### src/include/dram_dma_pkg.sv
// Contract
// Single-port DMA halts core execution.
// Dual-port DMA runs without core stall.
// Single-port DMA reuses core RAM signals.
// RAM address is 24-bit word address.
// Chip select high whenever bus used.
// Byte enables gate one lane each.
// RAM read and write data 32 bits.
// Dual-port: separate second port for DMA.
// Master gives 26-bit byte address, unused low.
// Transfer proceeds only while port enabled.
// Size 00 byte, 01 half, 10 word.
// Request is active low, idle high.
// Direction 0 read, 1 write.
// DMA read word on dedicated output.
// DMA write word on 32-bit input.
// Wait request stalls core before transfer.
// Ready high once core halted.
// Wait request tied low for dual-port.
// Reset returns port and handshake idle.
// Narrow writes enable only selected bytes.
// Wait removed: drop ready, core resumes.
package dram_dma_pkg;
	// ----------------------------------------------------------------
	// Widths and encodings
	// ----------------------------------------------------------------
	localparam int WORD_ADDR_W = 24;
	localparam int BYTE_ADDR_W = 26;
	localparam int DATA_W      = 32;
	localparam int BE_W        = 4;
	localparam logic [1:0] SIZE_BYTE = 2'h0;
	localparam logic [1:0] SIZE_HALF = 2'h1;
	localparam logic [1:0] SIZE_WORD = 2'h2;
	localparam logic       DIR_READ  = 1'h0;
	localparam logic       DIR_WRITE = 1'h1;
	localparam int FIFO_DEPTH  = 8;
	localparam logic [3:0] BE_NONE   = 4'h0;
	localparam logic [3:0] BE_ALL    = 4'hf;
endpackage

### src/include/dram_dma_if.sv
`timescale 1ns/1ns
interface dram_dma_if;
	import dram_dma_pkg::*;
	logic [BYTE_ADDR_W-1:0] xfer_byte_addr;
	logic [DATA_W-1:0]      xfer_wr_word;
	logic                   xfer_port_on;
	logic [1:0]             xfer_size;
	logic                   xfer_req_n;
	logic                   xfer_dir;
	logic [DATA_W-1:0]      xfer_rd_word;
	logic                   core_halted_ack;
	logic                   core_halt_req;
	logic                   xfer_done;

	modport device (
		input  xfer_byte_addr, xfer_wr_word, xfer_port_on, xfer_size,
		input  xfer_req_n, xfer_dir, core_halt_req,
		output xfer_rd_word, core_halted_ack, xfer_done
	);
	modport dma (
		output xfer_byte_addr, xfer_wr_word, xfer_port_on, xfer_size,
		output xfer_req_n, xfer_dir, core_halt_req,
		input  xfer_rd_word, core_halted_ack, xfer_done
	);
endinterface

### src/hdl/dram_port.sv
`timescale 1ns/1ns
module dram_port
	import dram_dma_pkg::*;
#(
	parameter bit DUAL_PORT = 1'b0
) (
	// Clock and reset
	input  wire logic                   i_mclk,
	input  wire logic                   i_rst,
	// DMA side
	dram_dma_if.device                  dma,
	// Core access
	input  wire logic                   i_core_req,
	input  wire logic                   i_core_wr,
	input  wire logic [WORD_ADDR_W-1:0] i_core_addr,
	input  wire logic [DATA_W-1:0]      i_core_wdata,
	input  wire logic [BE_W-1:0]        i_core_be,
	output logic      [DATA_W-1:0]      o_core_rdata,
	output logic                        o_core_stall,
	// Primary RAM port
	output logic      [WORD_ADDR_W-1:0] o_ram_word_addr,
	output logic                        o_ram_chip_sel,
	input  wire logic [DATA_W-1:0]      i_ram_rd_word,
	output logic      [DATA_W-1:0]      o_ram_wr_word,
	output logic      [BE_W-1:0]        o_ram_byte_we,
	// Second RAM port
	output logic      [WORD_ADDR_W-1:0] o_port2_word_addr,
	output logic                        o_port2_chip_sel,
	input  wire logic [DATA_W-1:0]      i_port2_rd_word,
	output logic      [DATA_W-1:0]      o_port2_wr_word,
	output logic      [BE_W-1:0]        o_port2_byte_we
);
	typedef enum logic [1:0] {ST_RUN, ST_HALTED, ST_READ} mode_type;
	typedef struct packed {
		mode_type                mode;
		logic                    rd_pend;
		logic                    rd_port2;
		logic [DATA_W-1:0]       rd_word;
		logic                    done;
	} state_type;

	state_type s_q;
	state_type s_d;
	logic      dma_go;
	logic      dma_wr;
	logic      shared;
	logic [BE_W-1:0] lane_mask;

	// ----------------------------------------------------------------
	// Byte lanes for narrow writes
	// ----------------------------------------------------------------
	always_comb
	begin
		unique case (dma.xfer_size)
			SIZE_BYTE: lane_mask = 4'h1 << dma.xfer_byte_addr[1:0];
			SIZE_HALF: lane_mask = dma.xfer_byte_addr[1] ? 4'hc : 4'h3;
			SIZE_WORD: lane_mask = BE_ALL;
			default:   lane_mask = BE_NONE; // Reserved size writes nothing
		endcase
	end

	// Request only counts while the port is on; shared path needs halt
	assign dma_go = !dma.xfer_req_n && dma.xfer_port_on;
	assign dma_wr = dma.xfer_dir == DIR_WRITE;
	assign shared = !DUAL_PORT && s_q.mode == ST_HALTED;

	// ----------------------------------------------------------------
	// Next state
	// ----------------------------------------------------------------
	always_comb
	begin
		s_d      = s_q;
		s_d.done = 1'b0;
		s_d.rd_pend = 1'b0;
		if (s_q.rd_pend)
		begin
			s_d.rd_word = s_q.rd_port2 ? i_port2_rd_word
			                           : i_ram_rd_word;
			s_d.done = 1'b1;
		end
		case (s_q.mode)
			ST_RUN:
				if (!DUAL_PORT && dma.core_halt_req)
					s_d.mode = ST_HALTED;
			ST_HALTED:
				if (!dma.core_halt_req)
					s_d.mode = ST_RUN;
			default:
				s_d.mode = ST_RUN;
		endcase
		if ((shared || DUAL_PORT) && dma_go && !s_q.rd_pend)
		begin
			s_d.rd_pend  = !dma_wr;
			s_d.rd_port2 = DUAL_PORT;
			s_d.done     = dma_wr;
		end
	end

	always_ff @(posedge i_mclk)
	begin
		if (i_rst)
		begin
			s_q      <= '0;
			s_q.mode <= ST_RUN;
		end
		else
			s_q <= s_d;
	end

	// ----------------------------------------------------------------
	// RAM ports
	// ----------------------------------------------------------------
	logic dma_cycle;
	assign dma_cycle = dma_go && !s_q.rd_pend;

	always_comb
	begin

		if (shared)
		begin
			o_ram_word_addr = dma.xfer_byte_addr[BYTE_ADDR_W-1:2];
			o_ram_chip_sel  = dma_cycle;
			o_ram_wr_word   = dma.xfer_wr_word;
			o_ram_byte_we   = (dma_cycle && dma_wr) ? lane_mask : BE_NONE;
		end
		else
		begin
			o_ram_word_addr = i_core_addr;
			o_ram_chip_sel  = i_core_req && !o_core_stall;
			o_ram_wr_word   = i_core_wdata;
			o_ram_byte_we   = (o_ram_chip_sel && i_core_wr) ? i_core_be
			                                               : BE_NONE;
		end

		o_port2_word_addr = dma.xfer_byte_addr[BYTE_ADDR_W-1:2];
		o_port2_chip_sel  = DUAL_PORT && dma_cycle;
		o_port2_wr_word   = dma.xfer_wr_word;
		o_port2_byte_we   = (o_port2_chip_sel && dma_wr) ? lane_mask : BE_NONE;
	end

	assign o_core_stall        = s_q.mode == ST_HALTED;
	assign o_core_rdata        = i_ram_rd_word;
	assign dma.core_halted_ack = s_q.mode == ST_HALTED;
	assign dma.xfer_rd_word    = s_q.rd_word;
	assign dma.xfer_done       = s_q.done;
endmodule // dram_port

### src/flat_wrapper.sv
// flat-port wrapper written by rule: the top's interface ports become plain ports
module dram_port_flat import dram_dma_pkg::*;
#(
	parameter bit DUAL_PORT = 1'b0
)
  (i_mclk, i_rst, i_core_req, i_core_wr, i_core_addr, i_core_wdata, i_core_be, o_core_rdata, o_core_stall, o_ram_word_addr, o_ram_chip_sel, i_ram_rd_word, o_ram_wr_word, o_ram_byte_we, o_port2_word_addr, o_port2_chip_sel, i_port2_rd_word, o_port2_wr_word, o_port2_byte_we, dma_xfer_byte_addr, dma_xfer_wr_word, dma_xfer_port_on, dma_xfer_size, dma_xfer_req_n, dma_xfer_dir, dma_core_halt_req, dma_xfer_rd_word, dma_core_halted_ack, dma_xfer_done);
  dram_dma_if dma_i ();
  input  wire logic i_mclk;
  input  wire logic i_rst;
  input  wire logic i_core_req;
  input  wire logic i_core_wr;
  input  wire logic [WORD_ADDR_W-1:0] i_core_addr;
  input  wire logic [DATA_W-1:0] i_core_wdata;
  input  wire logic [BE_W-1:0] i_core_be;
  output logic      [DATA_W-1:0] o_core_rdata;
  output logic o_core_stall;
  output logic      [WORD_ADDR_W-1:0] o_ram_word_addr;
  output logic o_ram_chip_sel;
  input  wire logic [DATA_W-1:0] i_ram_rd_word;
  output logic      [DATA_W-1:0] o_ram_wr_word;
  output logic      [BE_W-1:0] o_ram_byte_we;
  output logic      [WORD_ADDR_W-1:0] o_port2_word_addr;
  output logic o_port2_chip_sel;
  input  wire logic [DATA_W-1:0] i_port2_rd_word;
  output logic      [DATA_W-1:0] o_port2_wr_word;
  output logic      [BE_W-1:0] o_port2_byte_we;
  input wire logic [$bits(dma_i.xfer_byte_addr)-1:0] dma_xfer_byte_addr;
  input wire logic [$bits(dma_i.xfer_wr_word)-1:0] dma_xfer_wr_word;
  input wire logic [$bits(dma_i.xfer_port_on)-1:0] dma_xfer_port_on;
  input wire logic [$bits(dma_i.xfer_size)-1:0] dma_xfer_size;
  input wire logic [$bits(dma_i.xfer_req_n)-1:0] dma_xfer_req_n;
  input wire logic [$bits(dma_i.xfer_dir)-1:0] dma_xfer_dir;
  input wire logic [$bits(dma_i.core_halt_req)-1:0] dma_core_halt_req;
  output wire logic [$bits(dma_i.xfer_rd_word)-1:0] dma_xfer_rd_word;
  output wire logic [$bits(dma_i.core_halted_ack)-1:0] dma_core_halted_ack;
  output wire logic [$bits(dma_i.xfer_done)-1:0] dma_xfer_done;
  assign dma_i.xfer_byte_addr = dma_xfer_byte_addr;
  assign dma_i.xfer_wr_word = dma_xfer_wr_word;
  assign dma_i.xfer_port_on = dma_xfer_port_on;
  assign dma_i.xfer_size = dma_xfer_size;
  assign dma_i.xfer_req_n = dma_xfer_req_n;
  assign dma_i.xfer_dir = dma_xfer_dir;
  assign dma_i.core_halt_req = dma_core_halt_req;
  assign dma_xfer_rd_word = dma_i.xfer_rd_word;
  assign dma_core_halted_ack = dma_i.core_halted_ack;
  assign dma_xfer_done = dma_i.xfer_done;
  dram_port #(.DUAL_PORT(DUAL_PORT)) u_core (.i_mclk(i_mclk), .i_rst(i_rst), .dma(dma_i), .i_core_req(i_core_req), .i_core_wr(i_core_wr), .i_core_addr(i_core_addr), .i_core_wdata(i_core_wdata), .i_core_be(i_core_be), .o_core_rdata(o_core_rdata), .o_core_stall(o_core_stall), .o_ram_word_addr(o_ram_word_addr), .o_ram_chip_sel(o_ram_chip_sel), .i_ram_rd_word(i_ram_rd_word), .o_ram_wr_word(o_ram_wr_word), .o_ram_byte_we(o_ram_byte_we), .o_port2_word_addr(o_port2_word_addr), .o_port2_chip_sel(o_port2_chip_sel), .i_port2_rd_word(i_port2_rd_word), .o_port2_wr_word(o_port2_wr_word), .o_port2_byte_we(o_port2_byte_we));
endmodule
### config.mk
export PLATFORM = sky130hd
export DESIGN_NAME = dram_port_flat
export DESIGN_NICKNAME = d
export VERILOG_FILES = /design/src/include/dram_dma_pkg.sv /design/src/include/dram_dma_if.sv /design/src/hdl/dram_port.sv /design/src/flat_wrapper.sv
export SDC_FILE = /design/constraint.sdc
export NUM_CORES = 1
export LEC_CHECK = 0
export BUFFER_PORTS_ARGS = -buffer_cell sky130_fd_sc_hd__buf_2
export CORE_AREA = 4 4 145 147
export CTS_CLUSTER_SIZE = 14
export DETAILED_ROUTE_END_ITERATION = 10
export DIE_AREA = 0 0 149 151
export MAX_ROUTING_LAYER = met4
export PLACE_DENSITY = 0.53
export SYNTH_ARGS = -nofsm -noshare
export SYNTH_HDL_FRONTEND = slang
export SYNTH_SLANG_ARGS = --single-unit
### constraint.sdc
create_clock -name i_mclk -period 1.45 [get_ports i_mclk]
set_clock_uncertainty 0.2 [all_clocks]
set_input_delay 0.29 -clock i_mclk [delete_from_list [all_inputs] [get_ports i_mclk]]
set_output_delay 0.29 -clock i_mclk [all_outputs]
set_load 0.01 [all_outputs]
==> results of run 1 <==
==> area by class of cell <==
class	instances	area, um2
Fill cell	2158	14900
Timing Repair Buffer	363	2330
Multi-Input combinational cell	146	1500
Sequential cell	35	706
Tap cell	270	338
Clock buffer	6	139
Inverter	2	7.51
Antenna cell	3	7.51
Clock inverter	1	5.00
==> worst max-delay path by stage <==
stage | start | end | slack [ps] | cells after the start
after global placement | dma_xfer_req_n | o_ram_byte_we[0] | -290 | 5
after global routing | u_core.s_q[35] | o_ram_word_addr[6] | -520 | 4
after floorplan | u_core.s_q[35] | o_ram_wr_word[13] | -90 | 4
after detailed placement | dma_xfer_req_n | o_ram_byte_we[3] | -300 | 5
after CTS | u_core.s_q[35] | o_ram_wr_word[12] | -510 | 4
final | u_core.s_q[35] | o_ram_word_addr[6] | -470 | 4
==> cells by family (layout without fill, tap and decap cells) <==
group | count (synthesis) | after routing | synth area share
buffers and inverters | 143 | 372 | 0.353
muxes | 88 | 88 | 0.332
and+or+nand+nor | 43 | 43 | 0.0637
DFF | 35 | 35 | 0.229
AOI/OAI and AO/OA | 10 | 10 | 0.0212
other | 1 | 8 | 0.00122
==> flip-flops by register name, summed over array words and instances, names as in the netlist <==
name,cells
u_core.dma.xfer_done,1
u_core.dma.xfer_rd_word,32
u_core.s_q,2
==> cells in the mapped netlist (all sizes together) <==
cell type  instances
dfxtp             35
and4bb             1
nor3               1
o21ai              1
inv                2
mux2              56
nand2b             1
conb               1
nand3              1
a21oi              5
or2                1
nand4bb            1
nor2b              1
mux2i             32
o2bb2ai            4
buf              138
clkbuf             3
nand2              2
nor2              34
==> routing by layer <==
metal / global-route usage / share of wire
met2: 0.183 / 0.47
met4: 0.0151 / 0.0050
met3: 0.0380 / 0.10
met1: 0.137 / 0.42
met5: - / 0
==> power by group through the flow <==
| stage | Sequential (mW) | Combinational, mW | Clock, mW |
|---|---|---|---|
| after global routing | 0.978 | 1.39 | 1.15 |
| after floorplan | 0.997 | 0.619 | 0 |
| after global placement | 0.998 | 1.03 | 0 |
| final | 0.977 | 1.30 | 1.07 |
| after detailed placement | 0.998 | 1.02 | 0 |
| after CTS | 0.976 | 1.19 | 1.12 |
==> worst max-delay path, delay by kind of cell, from the launching register on <==
family / cells / cell delay (ps)
muxes: 1 / 340
buffers and inverters: 3 / 420
DFF: 1 / 390
==> stage by stage <==
step / setup TNS (ps) / total power, mW
floorplan: -4280 / 1.62
global placement: -10560 / 2.02
detailed placement: -11540 / 2.02
CTS: -27890 / 3.29
global route: -29590 / 3.51
finish: -26010 / 3.34
==> repair_timing <==
| action | 4_1_cts | 5_1_grt |
|---|---|---|
| resized for setup | 65 | 50 |
| buffers inserted | 5 | 0 |
| gates cloned | 3 | 2 |
| pin swaps | 6 | 1 |
| endpoints found under the setup margin | 63 | 63 |
==> impl_metrics.toml, run 1 <==
[placement]
gp_congestion = 0.920
dp_hpwl_mm = 11.2
placed_cell_area_um2 = 4190
pre_cts_ws_ps = -299
place_inst = 808
io_buffers = 343

[power_and_ir_drop]
peakVddDrop_mv = 0.371
p_leak_nw = 2.59
p_switching_mw = 0.982
clkPwrFrac = 0.320
intPower_mw = 2.36
p_comb_frac = 0.388
switching_share = 0.294
p_seq_frac = 0.292
powerDensity_nw_per_um2 = 663

[timing]
whs_ps = 43.8
hold_viol_final = 0
finalSetupViolCount = 63
setup_slack_ps = -466
finalCritPeriodShare = 1.32
fin_crit_ps = 1920
clock.fmax_ghz = 0.522
maxSlewViolCount = 0
rsz0062_at_grt = "true"

[route]
wl_per_cell_um = 16.8
dr_total_vias = 2962
finalWirelength_mm = 13.9
drt-initial-drc-count = 80
vias_per_cell = 3.59
drc_errors = 0
dr.pass1.iters = 4
ant_nets = 0

[global_route]
gr-total-overflow = 0
grt_util_all_layers = 0.111
grt_max_degree = 32
grt_pass1_wl_mm = 18.0
antenna_found_initial = 3
grt_pass1_vias = 2776

[layout]
fin_cells = 826
final_layout_size_suffix_gt1_frac = 0.792
layout.nets = 745
final_area_um2 = 5040
final_common_cell = "buf_2"
final_util = 0.253
final_cell_mix = "buf_2, buf_6, mux2_4"
area_growth_syn_to_layout_pct = 64.4

[logic_synthesis]
synth_top_area_cell = "buf_4"
yosysTopAreaCellShare = 0.316
yosysWarnings = 0
synth_cell_types = 24
synth.area.top_cells = "buf_4, dfxtp_1, mux2_2"
ys_seq_area_frac = 0.229
syn_inst = 320
ys_ff_latch = 35
syn_avg_cell_area_um2 = 9.58
synth_area_um2 = 3060

[worst_setup_path]
critPathMaxFanout = 8
cp_data_required_time_ps = 960
crit_type = "reg -> out"
crit_top_cell = "buf_6"
rr_startpoint = "u_core.s_q[34]"
worst_ep_arrival_time_ps = 1430
rr_endpoint = "u_core.dma.xfer_rd_word[31]"
start_kind = "register"
r2r_cells = 4
cp_slowest_cell = "dfxtp_4"
ff2ff_setup_slack_ps = 140
endpoint_kind = "output pin"
critical-path-max-stage-delay_ps = 390
crit_chain = "buf_6 -> buf_12 -> mux2_4 -> buf_6"

[worst_hold_path]
min_path_cells = 2
min_to = "u_core.s_q[35]"
min_from = "dma_core_halt_req"
hp-class = "in -> reg"

[clock_tree]
cts_sinks = 35
clk_latency_ps = 280
htree_levels = 2
clockBufferDepth = 2
path_clk_slew_ps = 60
hold_buffers = 0
cts_buffers = 5
cts_root_buf = "clkbuf_16"
cts_tree = "done"

[floorplanning]
die_h_um = 151
num_io_pins = 381
initial_core_util = 0.154
dieArea_um2 = 22500
rows = 52
core_um2 = 19900
die_w_um = 149

[status]
failed_checks = "setup timing"
status = "complete, but fails checks"

[flow_run]
cap_violations = 0
Note: power is estimated with default switching activity, not from simulation.
==> run 2, diff against run 1 <==
--- a/config.mk
+++ b/config.mk
@@ -11,7 +11,7 @@
 export DETAILED_ROUTE_END_ITERATION = 10
 export DIE_AREA = 0 0 149 151
 export MAX_ROUTING_LAYER = met4
-export PLACE_DENSITY = 0.53
+export PLACE_DENSITY_LB_ADDON = 0.1
 export SYNTH_ARGS = -nofsm -noshare
 export SYNTH_HDL_FRONTEND = slang
 export SYNTH_SLANG_ARGS = --single-unit
==> impl_metrics.toml, run 2 (synthesized netlist as in run 1, its figures left out) <==
[status]
failed_checks = "setup timing"
status = "complete, but fails checks"

[global_route]
antenna_found_initial = 1
grt_max_degree = 25
grt_pass1_wl_mm = 17.3
gr-total-overflow = 0
grt_util_all_layers = 0.103
grt_pass1_vias = 2874

[clock_tree]
cts_root_buf = "clkbuf_16"
path_clk_slew_ps = 60
clk_latency_ps = 280
cts_buffers = 5
htree_levels = 2
cts_tree = "done"
hold_buffers = 0
cts_sinks = 35
clockBufferDepth = 2

[worst_hold_path]
min_from = "dma_xfer_dir"
min_path_cells = 2
min_to = "u_core.s_q[34]"
hp-class = "in -> reg"

[timing]
rsz0062_at_grt = "true"
setup_slack_ps = -458
fin_crit_ps = 1910
finalCritPeriodShare = 1.32
hold_viol_final = 0
fin_setup_tns_ps = -25490
finalSetupViolCount = 63
maxSlewViolCount = 0
clock.fmax_ghz = 0.524

[route]
drt-initial-drc-count = 34
drc_errors = 0
wl_per_cell_um = 15.8
dr_total_vias = 2928
dr.pass1.iters = 4
finalWirelength_mm = 12.9
ant_nets = 0
vias_per_cell = 3.57

[layout]
multi_input_area_um2 = 1460
final_util = 0.244
final_common_cell = "buf_2"
final_layout_size_suffix_gt1_frac = 0.787
regArea_um2 = 706
largest_register_ffs = 32
layout.nets = 741
final_cell_mix = "buf_2, mux2_4, buf_6"
final_area_um2 = 4860
fillers = 2240
area_growth_syn_to_layout_pct = 58.7

[flow_run]
cap_violations = 0

[worst_setup_path]
worst_ep_arrival_time_ps = 1420
rr_endpoint = "u_core.dma.xfer_rd_word[25]"
rr_startpoint = "u_core.s_q[34]"
crit_type = "reg -> out"
crit_chain = "buf_12 -> clkbuf_16 -> mux2_2 -> buf_2"
cp_slowest_cell = "dfxtp_4"
critPathMaxFanout = 9
r2r_cells = 4
critPathTopFamily = "buffers and inverters"
critPathBufInv = 3
critical-path-max-stage-delay_ps = 370
ff2ff_setup_slack_ps = 160
cp_data_required_time_ps = 960
crit_path_start = "u_core.s_q[35]"
endpoint_kind = "output pin"
worstSetupPathDepth = 4
start_kind = "register"

[power_and_ir_drop]
p_leak_nw = 2.52
powerDensity_nw_per_um2 = 663
peakVddDrop_mv = 0.367
power_mw = 3.22

[placement]
io_buffers = 343
placed_cell_area_um2 = 4160
gp_congestion = 0.844
dp_hpwl_mm = 10.8

[floorplanning]
core_um2 = 19900
num_io_pins = 381
dieArea_um2 = 22500
die_h_um = 151
initial_core_util = 0.154
rows = 52
die_w_um = 149
run 2: changes by cell type in the layout (fill, tap and decap cells not counted), sizes merged:
cell / previous run / this run
clkbuf: 8 / 9
diode: 3 / 1
buf: 361 / 357
run 2: cell type report:
type | count | area share
Antenna cell | 1 | 0.000515
Clock buffer | 7 | 0.0273
Clock inverter | 1 | 0.00103
Inverter | 2 | 0.00154
Multi-Input combinational cell | 146 | 0.301
Sequential cell | 35 | 0.145
Tap cell | 270 | 0.0695
Timing Repair Buffer | 359 | 0.454
run 2: metal layers:
metal | part of all wire | vias to the layer above | GRT usage
met5 | 0 | - | -
met4 | 0.016 | 0 | 0.0252
met3 | 0.078 | 12 | 0.0183
met2 | 0.53 | 180 | 0.195
met1 | 0.38 | 1341 | 0.111
li1 | - | 1395 | -
run 2: worst max path at each step:
stage	endpoint	slack [ps]
floorplan	o_ram_wr_word[13]	-90
CTS	o_ram_wr_word[14]	-490
global placement	o_ram_byte_we[1]	-250
global route	o_ram_wr_word[5]	-510
detailed placement	o_ram_byte_we[1]	-250
finish	o_ram_wr_word[6]	-460
run 2: power breakdown:
part	internal, mW	switching [mW]	total, mW	leakage (nW)
logic	0.675	0.540	1.22	2.17
registers	0.970	0.00525	0.975	0.284
clock network	0.635	0.399	1.03	0.0679
run 2: worst reg2reg max path, delay by kind of cell (launching register included):
| kind | cells | cell delay [ps] |
|---|---|---|
| muxes | 1 | 250 |
| and+or+nand+nor | 1 | 50 |
| buffers and inverters | 2 | 360 |
| DFF | 1 | 320 |
run 2: repair_timing:
item | in CTS | in global routing
pin swaps | 4 | 3
gates resized for setup | 40 | 46
buffers inserted | 3 | 3
gates cloned | 1 | 2
endpoints found under the setup margin | 63 | 68
endpoints found under the hold margin | 0 | 0
run 2: stage by stage:
step	std cells	hold WS, ps	setup WS [ps]
3_5_place_dp	804	277	-254
3_3_place_gp	804	268	-255
6_report	821	46.7	-458
5_1_grt	821	58.1	-506
4_1_cts	816	39.3	-495
2_1_floorplan	324	169	-86.2
==> run 3, diff against run 2 <==
--- a/config.mk
+++ b/config.mk
@@ -7,6 +7,7 @@
 export LEC_CHECK = 0
 export BUFFER_PORTS_ARGS = -buffer_cell sky130_fd_sc_hd__buf_2
 export CORE_AREA = 4 4 145 147
+export CTS_BUF_LIST = sky130_fd_sc_hd__clkbuf_4 sky130_fd_sc_hd__clkbuf_8 sky130_fd_sc_hd__clkbuf_16
 export CTS_CLUSTER_SIZE = 14
 export DETAILED_ROUTE_END_ITERATION = 10
 export DIE_AREA = 0 0 149 151
==> impl_metrics.toml, run 3 (synthesized netlist as in run 1, its figures left out) <==
[status]
status = "complete, but fails checks"
failed_checks = "setup timing"

[global_route]
met3_usage = 0.0183
grt-busiest-layer = "met2"
gr-total-overflow = 0
grt_pass1_wl_mm = 17.3
grt_pass1_vias = 2874
grt_max_degree = 25
met1_usage = 0.111
antenna_found_initial = 1
met2_usage = 0.195
grt_util_all_layers = 0.103

[route]
dr_total_vias = 2928
drc_errors = 0
wl_per_cell_um = 15.8
ant_nets = 0
dr.pass1.iters = 4
finalWirelength_mm = 12.9
drt-initial-drc-count = 34
vias_per_cell = 3.57

[clock_tree]
cts_buffers = 5
cts_sinks = 35
cts_tree = "done"
path_clk_slew_ps = 60
hold_buffers = 0
clockBufferDepth = 2
clk_latency_ps = 280
cts_root_buf = "clkbuf_16"
htree_levels = 2

[layout]
final_cell_mix = "buf_2, mux2_4, buf_6"
largest_register_ffs = 32
area_growth_syn_to_layout_pct = 58.9
layout.nets = 741
fillers = 2238
final_layout_size_suffix_gt1_frac = 0.791
final_area_um2 = 4870
final_common_cell = "buf_2"

[worst_setup_path]
start_kind = "register"
cp_slowest_cell = "dfxtp_4"
crit_type = "reg -> out"
worst_ep_arrival_time_ps = 1420
cp_data_required_time_ps = 960
critical-path-max-stage-delay_ps = 370
crit_chain = "buf_12 -> clkbuf_16 -> mux2_2 -> buf_2"
endpoint_kind = "output pin"
critPathMaxFanout = 9

[power_and_ir_drop]
p_leak_nw = 2.52
peakVddDrop_mv = 0.367
powerDensity_nw_per_um2 = 670

[placement]
placed_cell_area_um2 = 4160
io_buffers = 343
pre_cts_ws_ps = -254
dp_hpwl_mm = 10.8
gp_congestion = 0.844

[timing]
setup_slack_ps = -458
finalCritPeriodShare = 1.32
maxSlewViolCount = 0
clock.fmax_ghz = 0.524
fin_setup_tns_ps = -25490
rsz0062_at_grt = "true"
hold_viol_final = 0
finalSetupViolCount = 63
fin_crit_ps = 1910

[floorplanning]
die_w_um = 149
die_h_um = 151
initial_core_util = 0.154
rows = 52
dieArea_um2 = 22500
num_io_pins = 381
core_um2 = 19900

[worst_hold_path]
hp-class = "in -> reg"

[flow_run]
cap_violations = 0
## run 3: path summary, 6_finish.rpt
check,from,end,slack (ps),cells past startpoint
max reg2reg,u_core.s_q[34],u_core.dma.xfer_rd_word[25],160,4
min reg2reg,u_core.dma.xfer_rd_word[9],u_core.dma.xfer_rd_word[9],280,2
max,u_core.s_q[35],o_ram_wr_word[6],-460,4
min,dma_xfer_dir,u_core.s_q[34],50,2
## run 3: critical path: cells and delay by family, from the launching register on
family | cells | cell delay, ps
buffers and inverters | 3 | 440
flip-flops | 1 | 370
multiplexers | 1 | 330
## run 3: per-stage QoR
stage / hold WS [ps] / util / power, mW / instances
2_1_floorplan: 169 / - / 1.62 / 324
3_3_place_gp: 268 / 0.209 / 2.00 / 804
3_5_place_dp: 277 / 0.209 / 2.00 / 804
4_1_cts: 39.3 / 0.230 / 3.23 / 816
5_1_grt: 58.1 / 0.245 / 3.44 / 821
6_report: 46.7 / 0.245 / 3.26 / 821
## run 3: power by group
| group | switching (mW) | total (mW) | internal, mW |
|---|---|---|---|
| clock | 0.399 | 1.07 | 0.672 |
| sequential | 0.00525 | 0.975 | 0.970 |
| combinational | 0.540 | 1.22 | 0.675 |
| total | 0.945 | 3.26 | 2.32 |
## run 3: timing repair
item	CTS	global route
hold endpoints to repair	0	0
gates resized for setup	40	46
cloned	1	2
setup buffers	3	3
pin swaps	4	3
endpoints found under the setup margin	63	68
## run 3: cell type report
class                   instances  area (um2)  share of cell area
multi-input cells             146        1460               0.301
clock inverters                 1        5.00             0.00103
inverters                       2        7.51             0.00154
flip-flops and latches         35         706               0.145
clock buffers                   7         140              0.0288
repair buffers                359        2210               0.453
well taps                     270         338              0.0694
diodes                          1        2.50            0.000514
## run 3: layer usage
layer | part of all wire | vias to the layer above | wire [um]
met1 | 0.38 | 1341 | 4900
met5 | 0 | - | 0
met4 | 0.016 | 0 | 208
li1 | - | 1395 | -
met3 | 0.078 | 12 | 1010
met2 | 0.53 | 180 | 6820
